===== src/core/drs_pkg.sv =====
// constants, register map and types shared by the ramp select / coast stop block
package drs_pkg;

   localparam int DRS_NUM_IN = 7;
   localparam int DRS_FREQ_W = 16;
   localparam int DRS_RATE_W = 24;
   localparam int DRS_ADDR_W = 8;

   // register byte offsets
   localparam logic [7:0] DRS_OFS_CTRL = 8'h00;
   localparam logic [7:0] DRS_OFS_FUNC_A = 8'h04;
   localparam logic [7:0] DRS_OFS_FUNC_B = 8'h08;
   localparam logic [7:0] DRS_OFS_POL = 8'h0C;
   localparam logic [7:0] DRS_OFS_ACC1 = 8'h10;
   localparam logic [7:0] DRS_OFS_DEC1 = 8'h14;
   localparam logic [7:0] DRS_OFS_ACC2 = 8'h18;
   localparam logic [7:0] DRS_OFS_DEC2 = 8'h1C;
   localparam logic [7:0] DRS_OFS_TARGET = 8'h20;
   localparam logic [7:0] DRS_OFS_DELAY = 8'h24;
   localparam logic [7:0] DRS_OFS_STATUS = 8'h28;

   // control and status register fields
   localparam int DRS_CTRL_RUN_BIT = 0;
   localparam int DRS_CTRL_MODE_BIT = 1;
   localparam int DRS_CTRL_METH_LSB = 2;
   localparam int DRS_STAT_DRIVE_BIT = 16;
   localparam int DRS_STAT_PROF_BIT = 17;
   localparam int DRS_STAT_COAST_BIT = 18;
   localparam int DRS_STAT_STATE_LSB = 19;

   // terminal function codes and method encoding
   localparam logic [7:0] DRS_FUNC_PROFILE = 8'h09;
   localparam logic [7:0] DRS_FUNC_COAST = 8'h0B;
   localparam logic [1:0] DRS_METHOD_TERMINAL = 2'h0;

   // reset values
   localparam logic [31:0] DRS_RST_CTRL = 32'h0000_0000;
   localparam logic [31:0] DRS_RST_FUNC_A = 32'hFFFF_0B09;
   localparam logic [31:0] DRS_RST_FUNC_B = 32'hFFFF_FFFF;
   localparam logic [6:0] DRS_RST_POL = 7'h00;
   localparam logic [23:0] DRS_RST_RATE = 24'h001388;
   localparam logic [15:0] DRS_RST_TARGET = 16'h0000;
   localparam logic [15:0] DRS_RST_DELAY = 16'h0000;

   // restart delay unit and clock
   localparam int DRS_CLK_HZ = 50_000_000;
   localparam int DRS_DELAY_UNIT_MS = 100;
   localparam int DRS_DELAY_TICK_CYC = DRS_CLK_HZ / 1000 * DRS_DELAY_UNIT_MS;

   localparam logic [1:0] DRS_RESP_OKAY = 2'h0;
   localparam logic [1:0] DRS_RESP_SLVERR = 2'h2;

   typedef enum logic [1:0] {
      DRS_ST_STOP = 2'b00,
      DRS_ST_RUN = 2'b01,
      DRS_ST_COAST = 2'b10,
      DRS_ST_DELAY = 2'b11
   } drs_state_t;

endpackage


===== src/core/drs_ramp_if.sv =====
// carrier between the sequencer and the frequency ramp generator
`timescale 1ns/100ps
interface drs_ramp_if #(parameter int FREQ_W = 16, parameter int RATE_W = 24);
   logic drive_en;
   logic load;
   logic [FREQ_W-1:0] load_freq;
   logic [FREQ_W-1:0] target;
   logic [RATE_W-1:0] accel_rate;
   logic [RATE_W-1:0] decel_rate;
   logic [FREQ_W-1:0] freq;

   modport ctrl (output drive_en, load, load_freq, target, accel_rate, decel_rate,
      input freq);
   modport ramp (input drive_en, load, load_freq, target, accel_rate, decel_rate,
      output freq);
endinterface


===== src/core/drs_in_cond.sv =====
// input terminal synchroniser, polarity and function decode
`timescale 1ns/100ps
module drs_in_cond import drs_pkg::*; #(
   parameter int NUM_IN = 7
) (
   input wire logic clk_sys,
   input wire logic arst_n,
   input wire logic [NUM_IN-1:0] term_pin,
   input wire logic [NUM_IN*8-1:0] term_func,
   input wire logic [NUM_IN-1:0] term_pol,
   output logic profile_sel_active,
   output logic coast_active
);
   typedef struct packed {
      logic [NUM_IN-1:0] sync1;
      logic [NUM_IN-1:0] sync2;
      logic prof;
      logic coast;
   } drs_cond_t;

   drs_cond_t s;
   drs_cond_t next_s;

   always_comb begin
      logic [NUM_IN-1:0] lvl;
      lvl = '0;
      next_s = s;
      next_s.sync1 = term_pin;
      next_s.sync2 = s.sync1;
      lvl = s.sync2 ^ term_pol; // active low terminals invert here
      next_s.prof = 1'b0;
      next_s.coast = 1'b0;
      for (int i = 0; i < NUM_IN; i++) begin
         if (lvl[i] && term_func[i*8 +: 8] == DRS_FUNC_PROFILE) begin
            next_s.prof = 1'b1;
         end
         if (lvl[i] && term_func[i*8 +: 8] == DRS_FUNC_COAST) begin
            next_s.coast = 1'b1;
         end
      end
   end

   always_ff @(posedge clk_sys or negedge arst_n) begin
      if (!arst_n) begin
         s <= '0;
      end else begin
         s <= next_s;
      end
   end

   assign profile_sel_active = s.prof;
   assign coast_active = s.coast;
endmodule


===== src/core/drs_ramp.sv =====
// output frequency ramp: one step per rate period toward the target
`timescale 1ns/100ps
module drs_ramp #(
   parameter int FREQ_W = 16,
   parameter int RATE_W = 24
) (
   input wire logic clk_sys,
   input wire logic arst_n,
   drs_ramp_if.ramp rif
);
   typedef struct packed {
      logic [FREQ_W-1:0] freq;
      logic [RATE_W-1:0] timer;
   } drs_ramp_t;

   drs_ramp_t s;
   drs_ramp_t next_s;

   always_comb begin
      logic [RATE_W-1:0] rate;
      rate = '0;
      next_s = s;
      if (!rif.drive_en) begin
         next_s.freq = '0; // output removed while coasting or stopped
         next_s.timer = '0;
      end else if (rif.load) begin
         next_s.freq = rif.load_freq;
         next_s.timer = '0;
      end else if (s.freq != rif.target) begin
         // rate is read live, so a profile change retimes the ramp in flight
         // while the frequency value itself never jumps
         rate = (s.freq < rif.target) ? rif.accel_rate : rif.decel_rate;
         if (s.timer >= rate) begin
            next_s.timer = '0;
            if (s.freq < rif.target) begin
               next_s.freq = s.freq + 1'b1;
            end else begin
               next_s.freq = s.freq - 1'b1;
            end
         end else begin
            next_s.timer = s.timer + 1'b1;
         end
      end else begin
         next_s.timer = '0;
      end
   end

   always_ff @(posedge clk_sys or negedge arst_n) begin
      if (!arst_n) begin
         s <= '0;
      end else begin
         s <= next_s;
      end
   end

   assign rif.freq = s.freq;
endmodule


===== src/core/drs_top.sv =====
// ramp profile select and coast stop sequencer with AXI4-Lite registers
// What this block does
// An active terminal coded 09 makes the ramp use the second accel and decel times.
// When that terminal goes inactive the ramp returns to the first accel and decel times.
// A profile change during an acceleration retimes it at once, without waiting.
// The profile terminal only acts while the switch method setting is 00.
// An active terminal coded 11 removes the drive at once so the motor coasts.
// On coast release the drive resumes only if the run command is still on.
// The restart mode picks restart from 0 Hz or from the present motor speed.
// A programmable delay precedes the restart after coast release; zero means no wait.
// Each terminal has a polarity bit so coast stop can be active low.
// A profile change keeps the present frequency and changes only the rate.
`timescale 1ns/100ps
module drs_top import drs_pkg::*; #(
   parameter int DELAY_TICK_CYCLES = DRS_DELAY_TICK_CYC
) (
   input wire logic clk_sys,
   input wire logic arst_n,
   input wire logic s_axi_awvalid,
   output logic s_axi_awready,
   input wire logic [DRS_ADDR_W-1:0] s_axi_awaddr,
   input wire logic s_axi_wvalid,
   output logic s_axi_wready,
   input wire logic [31:0] s_axi_wdata,
   input wire logic [3:0] s_axi_wstrb,
   output logic s_axi_bvalid,
   input wire logic s_axi_bready,
   output logic [1:0] s_axi_bresp,
   input wire logic s_axi_arvalid,
   output logic s_axi_arready,
   input wire logic [DRS_ADDR_W-1:0] s_axi_araddr,
   output logic s_axi_rvalid,
   input wire logic s_axi_rready,
   output logic [31:0] s_axi_rdata,
   output logic [1:0] s_axi_rresp,
   input wire logic [DRS_NUM_IN-1:0] term_pin,
   input wire logic [DRS_FREQ_W-1:0] motor_speed,
   output logic [DRS_FREQ_W-1:0] out_freq,
   output logic out_drive_en
);
   typedef struct packed {
      // bus side
      logic aw_got;
      logic w_got;
      logic [DRS_ADDR_W-1:0] awaddr;
      logic [31:0] wdata;
      logic [3:0] wstrb;
      logic bvalid;
      logic [1:0] bresp;
      logic rvalid;
      logic [31:0] rdata;
      logic [1:0] rresp;
      // registers
      logic [31:0] ctrl;
      logic [31:0] func_a;
      logic [31:0] func_b;
      logic [6:0] pol;
      logic [23:0] acc1;
      logic [23:0] dec1;
      logic [23:0] acc2;
      logic [23:0] dec2;
      logic [15:0] target;
      logic [15:0] delay;
      // sequencer
      drs_state_t state;
      logic drive_en;
      logic load;
      logic [15:0] load_freq;
      logic [15:0] delay_left;
      logic [31:0] tick;
   } drs_top_t;

   drs_top_t s;
   drs_top_t next_s;

   logic prof_in;
   logic coast_in;
   logic profile2;
   logic run_cmd;

   drs_ramp_if #(.FREQ_W(DRS_FREQ_W), .RATE_W(DRS_RATE_W)) rif ();

   drs_in_cond #(.NUM_IN(DRS_NUM_IN)) u_cond (
      .clk_sys(clk_sys),
      .arst_n(arst_n),
      .term_pin(term_pin),
      .term_func({s.func_b[23:0], s.func_a}),
      .term_pol(s.pol),
      .profile_sel_active(prof_in),
      .coast_active(coast_in)
   );

   drs_ramp #(.FREQ_W(DRS_FREQ_W), .RATE_W(DRS_RATE_W)) u_ramp (
      .clk_sys(clk_sys),
      .arst_n(arst_n),
      .rif(rif.ramp)
   );

   function automatic logic [31:0] drs_merge(input logic [31:0] old_v,
      input logic [31:0] new_v, input logic [3:0] strb);
      logic [31:0] r;
      r = old_v;
      for (int b = 0; b < 4; b++) begin
         if (strb[b]) begin
            r[b*8 +: 8] = new_v[b*8 +: 8];
         end
      end
      return r;
   endfunction

   // the profile terminal is ignored under any other switch method
   assign profile2 = (s.ctrl[DRS_CTRL_METH_LSB +: 2] == DRS_METHOD_TERMINAL) && prof_in;
   assign run_cmd = s.ctrl[DRS_CTRL_RUN_BIT];

   assign rif.drive_en = s.drive_en;
   assign rif.load = s.load;
   assign rif.load_freq = s.load_freq;
   assign rif.target = run_cmd ? s.target : '0;
   assign rif.accel_rate = profile2 ? s.acc2 : s.acc1;
   assign rif.decel_rate = profile2 ? s.dec2 : s.dec1;

   always_comb begin
      logic [31:0] rd;
      logic [31:0] m;
      logic hit;
      logic [15:0] restart_freq;
      rd = '0;
      m = '0;
      hit = 1'b1;
      restart_freq = '0;
      next_s = s;
      next_s.load = 1'b0;

      // write: address and data taken in either order, answer after both
      if (s_axi_awvalid && !s.aw_got && !s.bvalid) begin
         next_s.aw_got = 1'b1;
         next_s.awaddr = s_axi_awaddr;
      end
      if (s_axi_wvalid && !s.w_got && !s.bvalid) begin
         next_s.w_got = 1'b1;
         next_s.wdata = s_axi_wdata;
         next_s.wstrb = s_axi_wstrb;
      end
      if (s.aw_got && s.w_got) begin
         m = drs_merge(32'h0000_0000, s.wdata, s.wstrb);
         next_s.aw_got = 1'b0;
         next_s.w_got = 1'b0;
         next_s.bvalid = 1'b1;
         next_s.bresp = DRS_RESP_OKAY;
         if (s.awaddr == DRS_OFS_CTRL) begin
            next_s.ctrl = drs_merge(s.ctrl, s.wdata, s.wstrb) & 32'h0000_000F;
         end else if (s.awaddr == DRS_OFS_FUNC_A) begin
            next_s.func_a = drs_merge(s.func_a, s.wdata, s.wstrb);
         end else if (s.awaddr == DRS_OFS_FUNC_B) begin
            next_s.func_b = drs_merge(s.func_b, s.wdata, s.wstrb);
         end else if (s.awaddr == DRS_OFS_POL) begin
            m = drs_merge({25'h0, s.pol}, s.wdata, s.wstrb);
            next_s.pol = m[6:0];
         end else if (s.awaddr == DRS_OFS_ACC1) begin
            m = drs_merge({8'h00, s.acc1}, s.wdata, s.wstrb);
            next_s.acc1 = m[23:0];
         end else if (s.awaddr == DRS_OFS_DEC1) begin
            m = drs_merge({8'h00, s.dec1}, s.wdata, s.wstrb);
            next_s.dec1 = m[23:0];
         end else if (s.awaddr == DRS_OFS_ACC2) begin
            m = drs_merge({8'h00, s.acc2}, s.wdata, s.wstrb);
            next_s.acc2 = m[23:0];
         end else if (s.awaddr == DRS_OFS_DEC2) begin
            m = drs_merge({8'h00, s.dec2}, s.wdata, s.wstrb);
            next_s.dec2 = m[23:0];
         end else if (s.awaddr == DRS_OFS_TARGET) begin
            m = drs_merge({16'h0000, s.target}, s.wdata, s.wstrb);
            next_s.target = m[15:0];
         end else if (s.awaddr == DRS_OFS_DELAY) begin
            m = drs_merge({16'h0000, s.delay}, s.wdata, s.wstrb);
            next_s.delay = m[15:0];
         end else if (s.awaddr == DRS_OFS_STATUS) begin
            next_s.bresp = DRS_RESP_OKAY; // read only, write dropped
         end else begin
            next_s.bresp = DRS_RESP_SLVERR;
         end
      end
      if (s.bvalid && s_axi_bready) begin
         next_s.bvalid = 1'b0;
      end

      // read
      if (s_axi_arvalid && !s.rvalid) begin
         if (s_axi_araddr == DRS_OFS_CTRL) begin
            rd = s.ctrl;
         end else if (s_axi_araddr == DRS_OFS_FUNC_A) begin
            rd = s.func_a;
         end else if (s_axi_araddr == DRS_OFS_FUNC_B) begin
            rd = s.func_b;
         end else if (s_axi_araddr == DRS_OFS_POL) begin
            rd = {25'h0, s.pol};
         end else if (s_axi_araddr == DRS_OFS_ACC1) begin
            rd = {8'h00, s.acc1};
         end else if (s_axi_araddr == DRS_OFS_DEC1) begin
            rd = {8'h00, s.dec1};
         end else if (s_axi_araddr == DRS_OFS_ACC2) begin
            rd = {8'h00, s.acc2};
         end else if (s_axi_araddr == DRS_OFS_DEC2) begin
            rd = {8'h00, s.dec2};
         end else if (s_axi_araddr == DRS_OFS_TARGET) begin
            rd = {16'h0000, s.target};
         end else if (s_axi_araddr == DRS_OFS_DELAY) begin
            rd = {16'h0000, s.delay};
         end else if (s_axi_araddr == DRS_OFS_STATUS) begin
            rd = {11'h000, s.state, coast_in, profile2, s.drive_en, rif.freq};
         end else begin
            hit = 1'b0;
         end
         next_s.rvalid = 1'b1;
         next_s.rdata = rd;
         next_s.rresp = hit ? DRS_RESP_OKAY : DRS_RESP_SLVERR;
      end else if (s.rvalid && s_axi_rready) begin
         next_s.rvalid = 1'b0;
      end

      // sequencer
      restart_freq = s.ctrl[DRS_CTRL_MODE_BIT] ? motor_speed : '0;
      case (s.state)
         DRS_ST_STOP: begin
            next_s.drive_en = 1'b0;
            if (coast_in) begin
               next_s.state = DRS_ST_COAST;
            end else if (run_cmd) begin
               next_s.state = DRS_ST_RUN;
               next_s.drive_en = 1'b1;
               next_s.load = 1'b1;
               next_s.load_freq = '0;
            end
         end
         DRS_ST_RUN: begin
            if (coast_in) begin
               next_s.state = DRS_ST_COAST; // drive dropped next edge
               next_s.drive_en = 1'b0;
            end else if (!run_cmd && rif.freq == '0) begin
               next_s.state = DRS_ST_STOP;
               next_s.drive_en = 1'b0;
            end
         end
         DRS_ST_COAST: begin
            next_s.drive_en = 1'b0;
            if (!coast_in) begin
               if (!run_cmd) begin
                  next_s.state = DRS_ST_STOP;
               end else if (s.delay == '0) begin
                  next_s.state = DRS_ST_RUN; // zero delay skips the wait
                  next_s.drive_en = 1'b1;
                  next_s.load = 1'b1;
                  next_s.load_freq = restart_freq;
               end else begin
                  next_s.state = DRS_ST_DELAY;
                  next_s.delay_left = s.delay;
                  next_s.tick = '0;
               end
            end
         end
         DRS_ST_DELAY: begin
            next_s.drive_en = 1'b0;
            if (coast_in) begin
               next_s.state = DRS_ST_COAST;
            end else if (!run_cmd) begin
               next_s.state = DRS_ST_STOP;
            end else if (s.tick == 32'(DELAY_TICK_CYCLES - 1)) begin
               next_s.tick = '0;
               if (s.delay_left == 16'h0001) begin
                  // speed sampled at the end of the wait, not at release
                  next_s.state = DRS_ST_RUN;
                  next_s.drive_en = 1'b1;
                  next_s.load = 1'b1;
                  next_s.load_freq = restart_freq;
               end else begin
                  next_s.delay_left = s.delay_left - 1'b1;
               end
            end else begin
               next_s.tick = s.tick + 1'b1;
            end
         end
         default: begin
            next_s.state = DRS_ST_STOP;
            next_s.drive_en = 1'b0;
         end
      endcase
   end

   always_ff @(posedge clk_sys or negedge arst_n) begin
      if (!arst_n) begin
         s <= '0;
         s.ctrl <= DRS_RST_CTRL;
         s.func_a <= DRS_RST_FUNC_A;
         s.func_b <= DRS_RST_FUNC_B;
         s.pol <= DRS_RST_POL;
         s.acc1 <= DRS_RST_RATE;
         s.dec1 <= DRS_RST_RATE;
         s.acc2 <= DRS_RST_RATE;
         s.dec2 <= DRS_RST_RATE;
         s.target <= DRS_RST_TARGET;
         s.delay <= DRS_RST_DELAY;
         s.state <= DRS_ST_STOP;
      end else begin
         s <= next_s;
      end
   end

   assign s_axi_awready = !s.aw_got && !s.bvalid;
   assign s_axi_wready = !s.w_got && !s.bvalid;
   assign s_axi_bvalid = s.bvalid;
   assign s_axi_bresp = s.bresp;
   assign s_axi_arready = !s.rvalid;
   assign s_axi_rvalid = s.rvalid;
   assign s_axi_rdata = s.rdata;
   assign s_axi_rresp = s.rresp;
   assign out_freq = rif.freq;
   assign out_drive_en = s.drive_en;
endmodule


===== config.mk =====
export PLATFORM = sky130hd
export DESIGN_NAME = drs_top
export DESIGN_NICKNAME = d
export VERILOG_FILES = /design/src/core/drs_pkg.sv /design/src/core/drs_ramp_if.sv /design/src/core/drs_in_cond.sv /design/src/core/drs_ramp.sv /design/src/core/drs_top.sv
export SDC_FILE = /design/constraint.sdc
export NUM_CORES = 1
export LEC_CHECK = 0
export ABC_AREA = 1
export BUFFER_PORTS_ARGS = -buffer_cell sky130_fd_sc_hd__buf_4
export CAP_MARGIN = 20
export CORE_ASPECT_RATIO = 1.75
export CORE_MARGIN = 3
export CORE_UTILIZATION = 50
export CTS_BUF_LIST = sky130_fd_sc_hd__clkbuf_8 sky130_fd_sc_hd__clkbuf_16
export CTS_CLUSTER_DIAMETER = 50
export CTS_CLUSTER_SIZE = 28
export DETAILED_ROUTE_END_ITERATION = 10
export HOLD_SLACK_MARGIN = 0.1
export PLACE_DENSITY = 0.69
export SLEW_MARGIN = 25
export SYNTH_ARGS = -nofsm -noshare
export SYNTH_HDL_FRONTEND = slang
export SYNTH_SLANG_ARGS = --single-unit

===== constraint.sdc =====
create_clock -name clk_sys -period 5.4 [get_ports clk_sys]
set_input_delay 1.08 -clock clk_sys [delete_from_list [all_inputs] [get_ports clk_sys]]
set_output_delay 1.08 -clock clk_sys [all_outputs]
set_load 0.01 [all_outputs]

==> flow_summary_export.csv, run 1 <==
group,metric,value,unit
sta,max_slew_margin,25.9,%
sta,fmax,208,MHz
yosys,netlist_instances,2953,
sta,tightest_slew,1110,ps
yosys,synth_cell_type_count,60,
sta,slew_violations,0,
drt,drc,0,
drt,dr_wl_met3,3.55,mm
die,die_area,48000,sq um
yosys,yosys_warnings,0,
die,die_w,167,um
setup_path,crit_fanout,49,
place,numPortBuffers,137,
die,die_h,288,um
clock_network,cts_buffers,36,
grt,grt_max_degree,140,
outcome,outcome,"finished clean",
pwr,power.density,379,nW/um^2
sta,finalCritPeriodShare,89.1,%
yosys,synth_area_leaders,"dfrtp_1, nand2_1, dfstp_2, o21ai_0, nor2_1",
clock_network,cts.htree.levels,2,
pwr,power.total,9.49,mW
clock_network,postCtsHoldBufs,0,
clock_network,clkTransAtPathRegs,100,ps
clock_network,cts.sinks,409,
clock_network,clk_latency,570,ps
drt,wire_per_inst,19.5,um
grt,grt_pass1_vias,20200,
sta,setup_tns,0,ps
setup_path,critPathLaunchType,"flop",
grt,grt_use_total,28.7,%
yosys,syn_avg_cell_area,7.67,sq um
drt,met2WireLength,35.6,mm
yosys,synthesis.area,22700,sq um
drt,drt-initial-drc-count,1631,
clock_network,cts_root_buf,"clkbuf_16",
sta,rsz0062_at_grt,"no",
setup_path,crit_path_end_kind,"flop",
die,ios,140,
drt,routed_wl,69.7,mm
drt,vias_per_cell,5.70,
sta,hold_viol,0,
die,start_util,50.9,%
pwr,p_leak,11.6,nW
grt,overflow,0,
yosys,synth-seq-area-share,45.6,%
sta,setup_viol,0,
setup_path,worstSetupPathType,"flop to flop",
die,rows,102,
clock_network,cts_tree,"done",
yosys,post-synth-top-area-cell,"dfrtp_1",
grt,antenna_found_initial,0,
yosys,synth_seq_cells,409,
place,dp_hpwl,52.3,mm
layout,final_util,56.1,%
setup_path,cp.arrival,5300,ps
drt,drt_pass1_iterations,5,
layout,antenna_cells,0,
yosys,yosysTopAreaCellShare,37.1,%
sta,worst_clock_skew,35.0,ps
run,drv_cap,0,
grt,grt_pass1_wl,110,mm
place,gp_congestion,0.969,
sta,whs,350,ps
drt,top_layer,"met4",
layout,synthToLayoutAreaGrowth,10.4,%
drt,ant_nets,0,
pwr,vdd_ir_drop_max,0.000339,V
clock_network,cts_resized,0,
min_path,hold_path.class,"flop to flop",
clock_network,clock_path_buffers,3,
sta,post-route-min-period,4810,ps
layout,final_nets,3127,
clock_network,cts_setup_buffers,0,
drt,routedLengthMet1,26.3,mm
die,core_area,44500,sq um
setup_path,cp.required,5890,ps
layout,drive_gt1_share,12.5,%
drt,vias,20400,
layout,fillers,4236,
cell families (layout without fill, tap and decap cells):
logic type / Yosys count / in the layout / synth area share [%]
flops: 409 / 409 / 45.6
simple gates: 1404 / 1404 / 26.4
compound gates: 606 / 606 / 14.0
fa+ha+maj: 59 / 59 / 3.29
buf+inv: 411 / 469 / 7.99
xor+xnor: 36 / 36 / 1.39
other cells: 1 / 2 / 0.0166
mux: 27 / 27 / 1.33
registers in the layout, summed over array words and instances (netlist names):
register / count
s: 298
s_axi_rdata: 32
u_ramp.s: 24
rif.load_freq: 16
u_ramp.rif.freq: 16
u_cond.next_s: 7
u_cond.s: 7
out_drive_en: 1
rif.load: 1
run_cmd: 1
s_axi_bresp: 1
s_axi_bvalid: 1
s_axi_rresp: 1
s_axi_rvalid: 1
u_cond.coast_active: 1
u_cond.profile_sel_active: 1
cell usage after synthesis (all sizes together):
cell type  number
a31oi           2
nand4          47
o211a           1
o2111ai         1
a31o            1
nand2         790
clkbuf         72
nor4           22
inv           245
fa              1
o21ai         361
a22o            1
o21bai          2
nor3b           4
buf            94
a21o            5
o21a            4
a22oi           1
a21boi          1
and3            5
nand3b          3
xnor2          14
xor2           22
ha             58
o32ai           1
dfrtp         336
a211oi          2
nor3           90
o41ai           1
nand3         139
nor2          291
or2            10
mux2i           2
dfstp          73
conb            1
a21oi         187
o22ai           9
mux2           25
o221ai          6
or3             1
and2            2
o211ai         20
cell type report:
class | count | area, sq um | area share, %
Clock buffer | 37 | 926 | 3.70
Sequential cell | 409 | 10300 | 41.3
Clock inverter | 27 | 352 | 1.41
Multi-Input combinational cell | 2134 | 10500 | 42.1
Timing Repair Buffer | 160 | 1230 | 4.93
Inverter | 245 | 922 | 3.69
Tap cell | 572 | 716 | 2.86
cell usage in the layout (no fill, tap or decap), types with 9 or more instances in the layout:
cell type / instances
clkbuf_16: 37
mux2_2: 25
nand4_1: 46
dfstp_2: 73
dfrtp_1: 335
inv_2: 9
nor4_1: 19
o211ai_1: 20
o21ai_1: 22
nand2_1: 784
buf_4: 157
o21ai_0: 339
ha_1: 58
nor2_2: 17
nor3_1: 88
nor2_1: 272
nand3_1: 134
a21oi_1: 187
o22ai_1: 9
xnor2_1: 14
inv_1: 237
xor2_1: 22
where the power goes:
group / leakage, nW / switching [mW] / internal (mW)
sequential: 5.18 / 0.319 / 3.54
combinational: 5.83 / 1.92 / 0.872
clock: 0.623 / 1.42 / 1.41
path summary, 6_finish.rpt:
kind                            cells past startpoint  slack [ps]                  startpoint                              end
worst max register to register                     20         590         run_cmd$_DFFE_PN0P_  u_ramp.rif.freq[15]$_DFFE_PN0P_
max in group asynchronous                           2        3640                      arst_n               s[357]$_DFFE_PN0P_
worst min register to register                      0         350  u_cond.next_s[5]$_DFF_PN0_            u_cond.s[5]$_DFF_PN0_
worst min-delay path                                0         350  u_cond.next_s[5]$_DFF_PN0_            u_cond.s[5]$_DFF_PN0_
worst max-delay path                               20         590         run_cmd$_DFFE_PN0P_  u_ramp.rif.freq[15]$_DFFE_PN0P_
min in group asynchronous                           1         500                      arst_n                s[32]$_DFFE_PN0P_
layer usage:
metal / global-route usage, % / vias up
met3: 3.13 / 162
met4: 15.6 / 0
met5: 0 / -
li1: - / 9736
met1: 33.5 / 9789
met2: 51.6 / 731
through the flow:
step | instance area [sq um] | cells | worst slack [ps]
6_report | 25000 | 3584 | 590
5_1_grt | 25000 | 3584 | 43.3
4_1_cts | 25000 | 3584 | 632
3_5_place_dp | 23700 | 3520 | 633
3_3_place_gp | 23700 | 3520 | 893
2_1_floorplan | 22700 | 2954 | 1320
worst max-delay path, stage by stage, from the launching register on:
cell	delay, ps
dfrtp_1	870
nand2_1	120
ha_1	340
nand2_1	60
inv_1	60
nand3_1	80
nor3_1	260
nand2_1	150
nand2_2	570
o21ai_0	200
ha_1	330
nand2_1	70
nor2_1	140
nand4_1	190
nor2_1	140
nand2_1	80
nand4_1	120
nand2_1	330
nor2_1	420
nand3_1	130
nand2_1	80
Power figures use the tool's default switching activity.
==> inputs of run 2 (changes only) <==
--- a/config.mk
+++ b/config.mk
@@ -6,7 +6,6 @@
 export NUM_CORES = 1
 export LEC_CHECK = 0
 export ABC_AREA = 1
-export BUFFER_PORTS_ARGS = -buffer_cell sky130_fd_sc_hd__buf_4
 export CAP_MARGIN = 20
 export CORE_ASPECT_RATIO = 1.75
 export CORE_MARGIN = 3
@@ -15,8 +14,9 @@
 export CTS_CLUSTER_DIAMETER = 50
 export CTS_CLUSTER_SIZE = 28
 export DETAILED_ROUTE_END_ITERATION = 10
+export DONT_BUFFER_PORTS = 1
 export HOLD_SLACK_MARGIN = 0.1
-export PLACE_DENSITY = 0.69
+export PLACE_DENSITY = 0.66
 export SLEW_MARGIN = 25
 export SYNTH_ARGS = -nofsm -noshare
 export SYNTH_HDL_FRONTEND = slang
==> run 2 against run 1 <==
  * Sequential power about the same
  * Non-clock buffer count is 140 lower
  * Setup slack gained 160 ps
  * Wire length is 2.2% lower
  * First-iteration DRC count increased by 4.8%
  * Combinational power shrank 6%
  * Die area is the same
  * Global-route usage decreased by 0.67 points
  * Hold slack worse by 120 ps
  * Sequential cell count stayed put
  * Critical path type unchanged
==> flow_summary_export.csv, run 2 (same netlist as run 1, synthesis figures left out) <==
group,metric,value,unit
clock_network,clkTransAtPathRegs,70,ps
drt,drt_pass1_iterations,5,
sta,fmax,215,MHz
layout,final_nets,2985,
pwr,power.density,384,nW/um^2
die,die_area,48000,sq um
drt,routed_wl,68.2,mm
layout,layout.cells.non_filler,3441,
clock_network,cts.htree.levels,2,
sta,post-route-min-period,4650,ps
setup_path,ff2ff_setup_slack,750,ps
place,numPortBuffers,0,
drt,drc,0,
sta,layout_setup_ws,753,ps
sta,worst_clock_skew,42.7,ps
layout,drive_gt1_share,8.12,%
drt,wire_per_inst,19.8,um
setup_path,critical-path-max-stage-delay,870,ps
grt,grt_pass1_wl,108,mm
run,drv_cap,0,
setup_path,critPathLaunchType,"flop",
layout,regMostFlops,"s",
layout,fin_area,23800,sq um
sta,tightest_slew,1420,ps
setup_path,worstSetupPathType,"flop to flop",
place,place_inst,3380,
setup_path,crit_fanout,49,
layout,layout_common_cells,"nand2_1, o21ai_0, dfrtp_1, nor2_1, inv_1",
clock_network,clock_path_buffers,3,
drt,vias,19800,
layout,final_common_cell,"nand2_1",
clock_network,clk_latency,550,ps
clock_network,cts_tree,"done",
sta,rsz0062_at_grt,"no",
clock_network,cts_root_buf,"clkbuf_16",
setup_path,cp_num_buf_inv,1,
die,die_w,167,um
sta,finalCritPeriodShare,86.1,%
setup_path,r2r_end,"u_ramp.rif.freq[15]$_DFFE_PN0P_",
pwr,vdd_ir_drop_max,0.000419,V
clock_network,cts.sinks,409,
min_path,hold_path.class,"primary input to async pin",
die,start_util,50.9,%
place,gp_congestion,0.974,
setup_path,cpMostUsedCell,"nand2_1",
layout,antenna_cells,0,
grt,overflow,0,
clock_network,cts_buffers,34,
setup_path,cpMaxStageDelayCell,"dfrtp_1",
drt,ant_nets,0,
grt,grt_max_degree,410,
place,dp_hpwl,51.0,mm
sta,hold_viol,0,
sta,max_slew_margin,5.26,%
setup_path,critical_path_depth,20,
setup_path,cp.arrival,5100,ps
pwr,p_leak,10.9,nW
setup_path,cp_top_family,"simple AND/OR/NAND/NOR gates",
sta,setup_tns,0,ps
setup_path,path_cells,"nand2_1, ha_1, nand2_1, inv_1, nand3_1, nor3_1, nand2_1, nand2_4, o21ai_0, ha_1, nand2_1, nor2_1, nand4_1, nor2_1, nand2_1, nand4_1, nand2_1, nor2_1, nand3_1, nand2_1",
setup_path,r2r_start,"run_cmd$_DFFE_PN0P_",
die,rows,102,
sta,whs,234,ps
grt,grt_use_total,28.1,%
die,core_area,44500,sq um
setup_path,crit_path_end_kind,"flop",
layout,synthToLayoutAreaGrowth,5.26,%
die,die_h,288,um
setup_path,cp.required,5850,ps
setup_path,worstRegToRegCells,20,
place,place_area,22600,sq um
drt,vias_per_cell,5.76,
layout,largest_reg_flops,298,
sta,setup_viol,0,
grt,antenna_found_initial,0,
die,ios,140,
sta,slew_violations,0,
drt,drt-initial-drc-count,1709,
place,pre_cts_slack,605,ps
outcome,outcome,"finished clean",
grt,grt_pass1_vias,19400,
==> run 2: worst max-delay path by stage <==
stage	from	to
5_1_grt	run_cmd$_DFFE_PN0P_	u_ramp.rif.freq[5]$_DFFE_PN0P_
6_report	run_cmd$_DFFE_PN0P_	u_ramp.rif.freq[15]$_DFFE_PN0P_
3_3_place_gp	run_cmd$_DFFE_PN0P_	u_ramp.s[20]$_DFF_PN0_
4_1_cts	run_cmd$_DFFE_PN0P_	u_ramp.rif.freq[15]$_DFFE_PN0P_
2_1_floorplan	run_cmd$_DFFE_PN0P_	u_ramp.s[17]$_DFF_PN0_
3_5_place_dp	run_cmd$_DFFE_PN0P_	u_ramp.rif.freq[10]$_DFFE_PN0P_
==> run 2: power by group <==
| group | total (mW) | switching [mW] | leakage, nW | internal (mW) |
|---|---|---|---|---|
| sequential | 3.87 | 0.333 | 5.18 | 3.54 |
| combinational | 2.62 | 1.83 | 5.12 | 0.790 |
| clock | 2.66 | 1.30 | 0.583 | 1.36 |
| total | 9.14 | 3.46 | 10.9 | 5.69 |
==> run 2: timing repair <==
item,in CTS,in global routing
hold buffers,0,0
setup buffers,0,0
endpoints found under the setup margin,0,6
resized for setup,0,1
==> run 2: layer usage <==
metal	vias up	track usage (%)	part of all wire, %
met5	-	0	0
met4	0	12.3	4.9
met3	155	3.86	5.6
met2	705	51.8	52
met1	9489	32.2	37
li1	9480	-	-
==> run 2: through the flow <==
| step | total power, mW | utilization, % |
|---|---|---|
| after CTS | 9.20 | 53.5 |
| final | 9.14 | 53.5 |
| after floorplan | 5.72 | - |
| after global placement | 6.45 | 50.8 |
| after detailed placement | 6.54 | 50.9 |
| after global routing | 9.73 | 53.5 |
==> run 2: cell type report <==
cell class | instances | area [sq um]
fill | 4282 | 20700
multi-input combinational | 2134 | 10500
sequential | 409 | 10300
inverter | 245 | 922
clock buffer | 35 | 876
tap | 572 | 716
clock inverter | 26 | 314
timing repair buffer | 20 | 150
==> inputs of run 3 (changes only) <==
--- a/config.mk
+++ b/config.mk
@@ -16,6 +16,7 @@
 export DETAILED_ROUTE_END_ITERATION = 10
 export DONT_BUFFER_PORTS = 1
 export HOLD_SLACK_MARGIN = 0.1
+export MAX_ROUTING_LAYER = met4
 export PLACE_DENSITY = 0.66
 export SLEW_MARGIN = 25
 export SYNTH_ARGS = -nofsm -noshare
==> constraint.sdc (replaced) <==
create_clock -name clk_sys -period 4.9 [get_ports clk_sys]
set_input_delay 0.98 -clock clk_sys [delete_from_list [all_inputs] [get_ports clk_sys]]
set_output_delay 0.98 -clock clk_sys [all_outputs]
set_load 0.01 [all_outputs]
==> run 3 against run 2 <==
  * Register-to-register slack worse by 180 ps
  * Critical endpoint is now u_ramp.s[20]$_DFF_PN0_
  * Setup slack lost 180 ps
  * Sequential cell count stayed put
  * Total power rose by 11%
  * Clock-buffer cell count is 3 higher
  * Critical path depth decreased by 3
  * Sequential power is 10% higher
  * Global-route usage rose by 0.88 points
  * Final cell count increased by 0.17%
==> flow_summary_export.csv, run 3 (same netlist as run 1, synthesis figures left out) <==
group,metric,value,unit
setup_path,crit_start,"run_cmd$_DFFE_PN0P_",
die,ios,140,
die,die_w,167,um
layout,drive_gt1_share,8.31,%
grt,overflow,0,
grt,grt_max_degree,410,
sta,tightest_slew,961,ps
sta,max_slew_margin,36.0,%
layout,largest_reg_flops,298,
setup_path,cp.required,5270,ps
setup_path,crit_path_end_kind,"flop",
sta,setup_tns,0,ps
place,numPortBuffers,0,
die,core_area,44500,sq um
clock_network,cts_buffers,34,
place,gp_congestion,0.988,
setup_path,worstSetupPathType,"flop to flop",
sta,worst_clock_skew,38.4,ps
sta,slew_violations,0,
grt,antenna_found_initial,0,
outcome,outcome,"finished clean",
run,drv_cap,0,
setup_path,cp.arrival,4700,ps
clock_network,cts.htree.levels,2,
pwr,power.density,426,nW/um^2
setup_path,critical-path-max-stage-delay,660,ps
layout,layout_common_cells,"nand2_1, o21ai_0, dfrtp_1, nor2_1, inv_1",
pwr,vdd_ir_drop_max,0.000433,V
setup_path,cpMaxStageDelayCell,"or2_1",
grt,grt_use_total,28.9,%
setup_path,worstRegToRegCells,17,
min_path,hold_path.class,"primary input to async pin",
setup_path,critPathLaunchType,"flop",
layout,final_common_cell,"nand2_1",
place,dp_hpwl,50.8,mm
sta,rsz0062_at_grt,"no",
pwr,p_leak,10.9,nW
drt,drt_pass1_iterations,6,
setup_path,r2r_end,"u_ramp.s[20]$_DFF_PN0_",
setup_path,ff2ff_setup_slack,570,ps
setup_path,crit_end,"u_ramp.s[20]$_DFF_PN0_",
sta,post-route-min-period,4330,ps
setup_path,cpMostUsedCell,"nand2_1",
layout,antenna_cells,0,
clock_network,clkTransAtPathRegs,70,ps
drt,vias_per_cell,5.73,
die,rows,102,
place,place_area,22700,sq um
sta,fmax,231,MHz
drt,wire_per_inst,19.8,um
clock_network,clock_path_buffers,3,
drt,drc,0,
drt,ant_nets,0,
clock_network,clk_latency,560,ps
clock_network,cts_tree,"done",
sta,hold_viol,0,
grt,grt_pass1_vias,19500,
drt,drt-initial-drc-count,1595,
layout,final_nets,2991,
sta,setup_viol,0,
drt,routed_wl,68.4,mm
setup_path,path_cells,"nand2_1, ha_1, a21oi_1, o21ai_0, a21oi_1, nand2_4, o211ai_1, o21ai_0, ha_1, nand2_1, nor2_1, nand4_1, nor2_1, nand2_1, nand3_1, or2_1, nor3_1",
layout,fin_area,23900,sq um
drt,vias,19700,
die,die_area,48000,sq um
setup_path,crit_fanout,49,
layout,regMostFlops,"s",
clock_network,cts.sinks,409,
grt,grt_pass1_wl,108,mm
die,die_h,288,um
layout,synthToLayoutAreaGrowth,5.67,%
clock_network,cts_root_buf,"clkbuf_16",
sta,finalCritPeriodShare,88.3,%
setup_path,r2r_start,"run_cmd$_DFFE_PN0P_",
die,start_util,50.9,%
[run 3: cell types whose count changed in the layout (fill, tap and decap cells not counted)]
cell           delta
inv_16            +1
buf_4             +5
inv_1             -1
inv_6             -5
clkbuf_8          +3
clkinvlp_4        +1
clkinv_4          -1
dlygate4sd3_1     +1
clkinv_8          -1
inv_12            +3
[run 3: worst max-delay path, delay by kind of cell, from the launching register on]
| family | cells | cell delay, ps |
|---|---|---|
| adder cells (fa/ha/maj) | 2 | 650 |
| flip-flops | 1 | 650 |
| AO/OA/AOI/OAI | 5 | 920 |
| AND/OR/NAND/NOR | 10 | 1940 |
[run 3: final cells by class]
cell class                 count  area [sq um]
clock buffer                  38           917
clock inverter                23           318
fill                        4340         20600
inverter                     245           922
multi-input combinational   2134         10500
sequential                   409         10300
tap                          572           716
timing repair buffer          26           198
[run 3: repair_timing]
action | CTS | global route
gates resized for setup | 0 | 1
setup buffers | 0 | 0
hold buffers | 0 | 1
endpoints found under the hold margin | 0 | 7
setup endpoints to repair | 0 | 30
[run 3: power by group]
part | switching, mW | internal (mW) | total, mW
Combinational | 2.03 | 0.876 | 2.90
Clock | 1.46 | 1.56 | 3.02
Sequential | 0.367 | 3.90 | 4.27
[run 3: worst min-delay path by stage]
| stage | slack, ps | end |
|---|---|---|
| after floorplan | 330 | u_cond.s[2]$_DFF_PN0_ |
| after global placement | 330 | u_cond.s[2]$_DFF_PN0_ |
| after detailed placement | 340 | u_cond.s[4]$_DFF_PN0_ |
| after CTS | 110 | s[372]$_DFFE_PN0P_ |
| after global routing | 130 | s[26]$_DFFE_PN0P_ |
| final | 150 | s[18]$_DFFE_PN0P_ |
[run 3: stage by stage]
stage	util (%)	total power [mW]	setup WS, ps	instances	hold WS, ps
floorplan	-	6.31	822	2954	331
global placement	50.9	7.10	568	3385	334
detailed placement	50.9	7.20	425	3385	336
CTS	53.7	10.2	408	3446	106
global route	53.7	10.9	103	3447	132
finish	53.7	10.2	572	3447	151
[run 3: per-layer routing]
layer	vias to the layer above	global-route usage, %	wire [um]	share of wire (%)
met1	9381	31.9	25600	37
met4	0	14.5	3900	5.7
met2	696	51.7	35200	51
met3	174	3.31	3690	5.4
li1	9491	-	-	-
met5	-	-	0	0
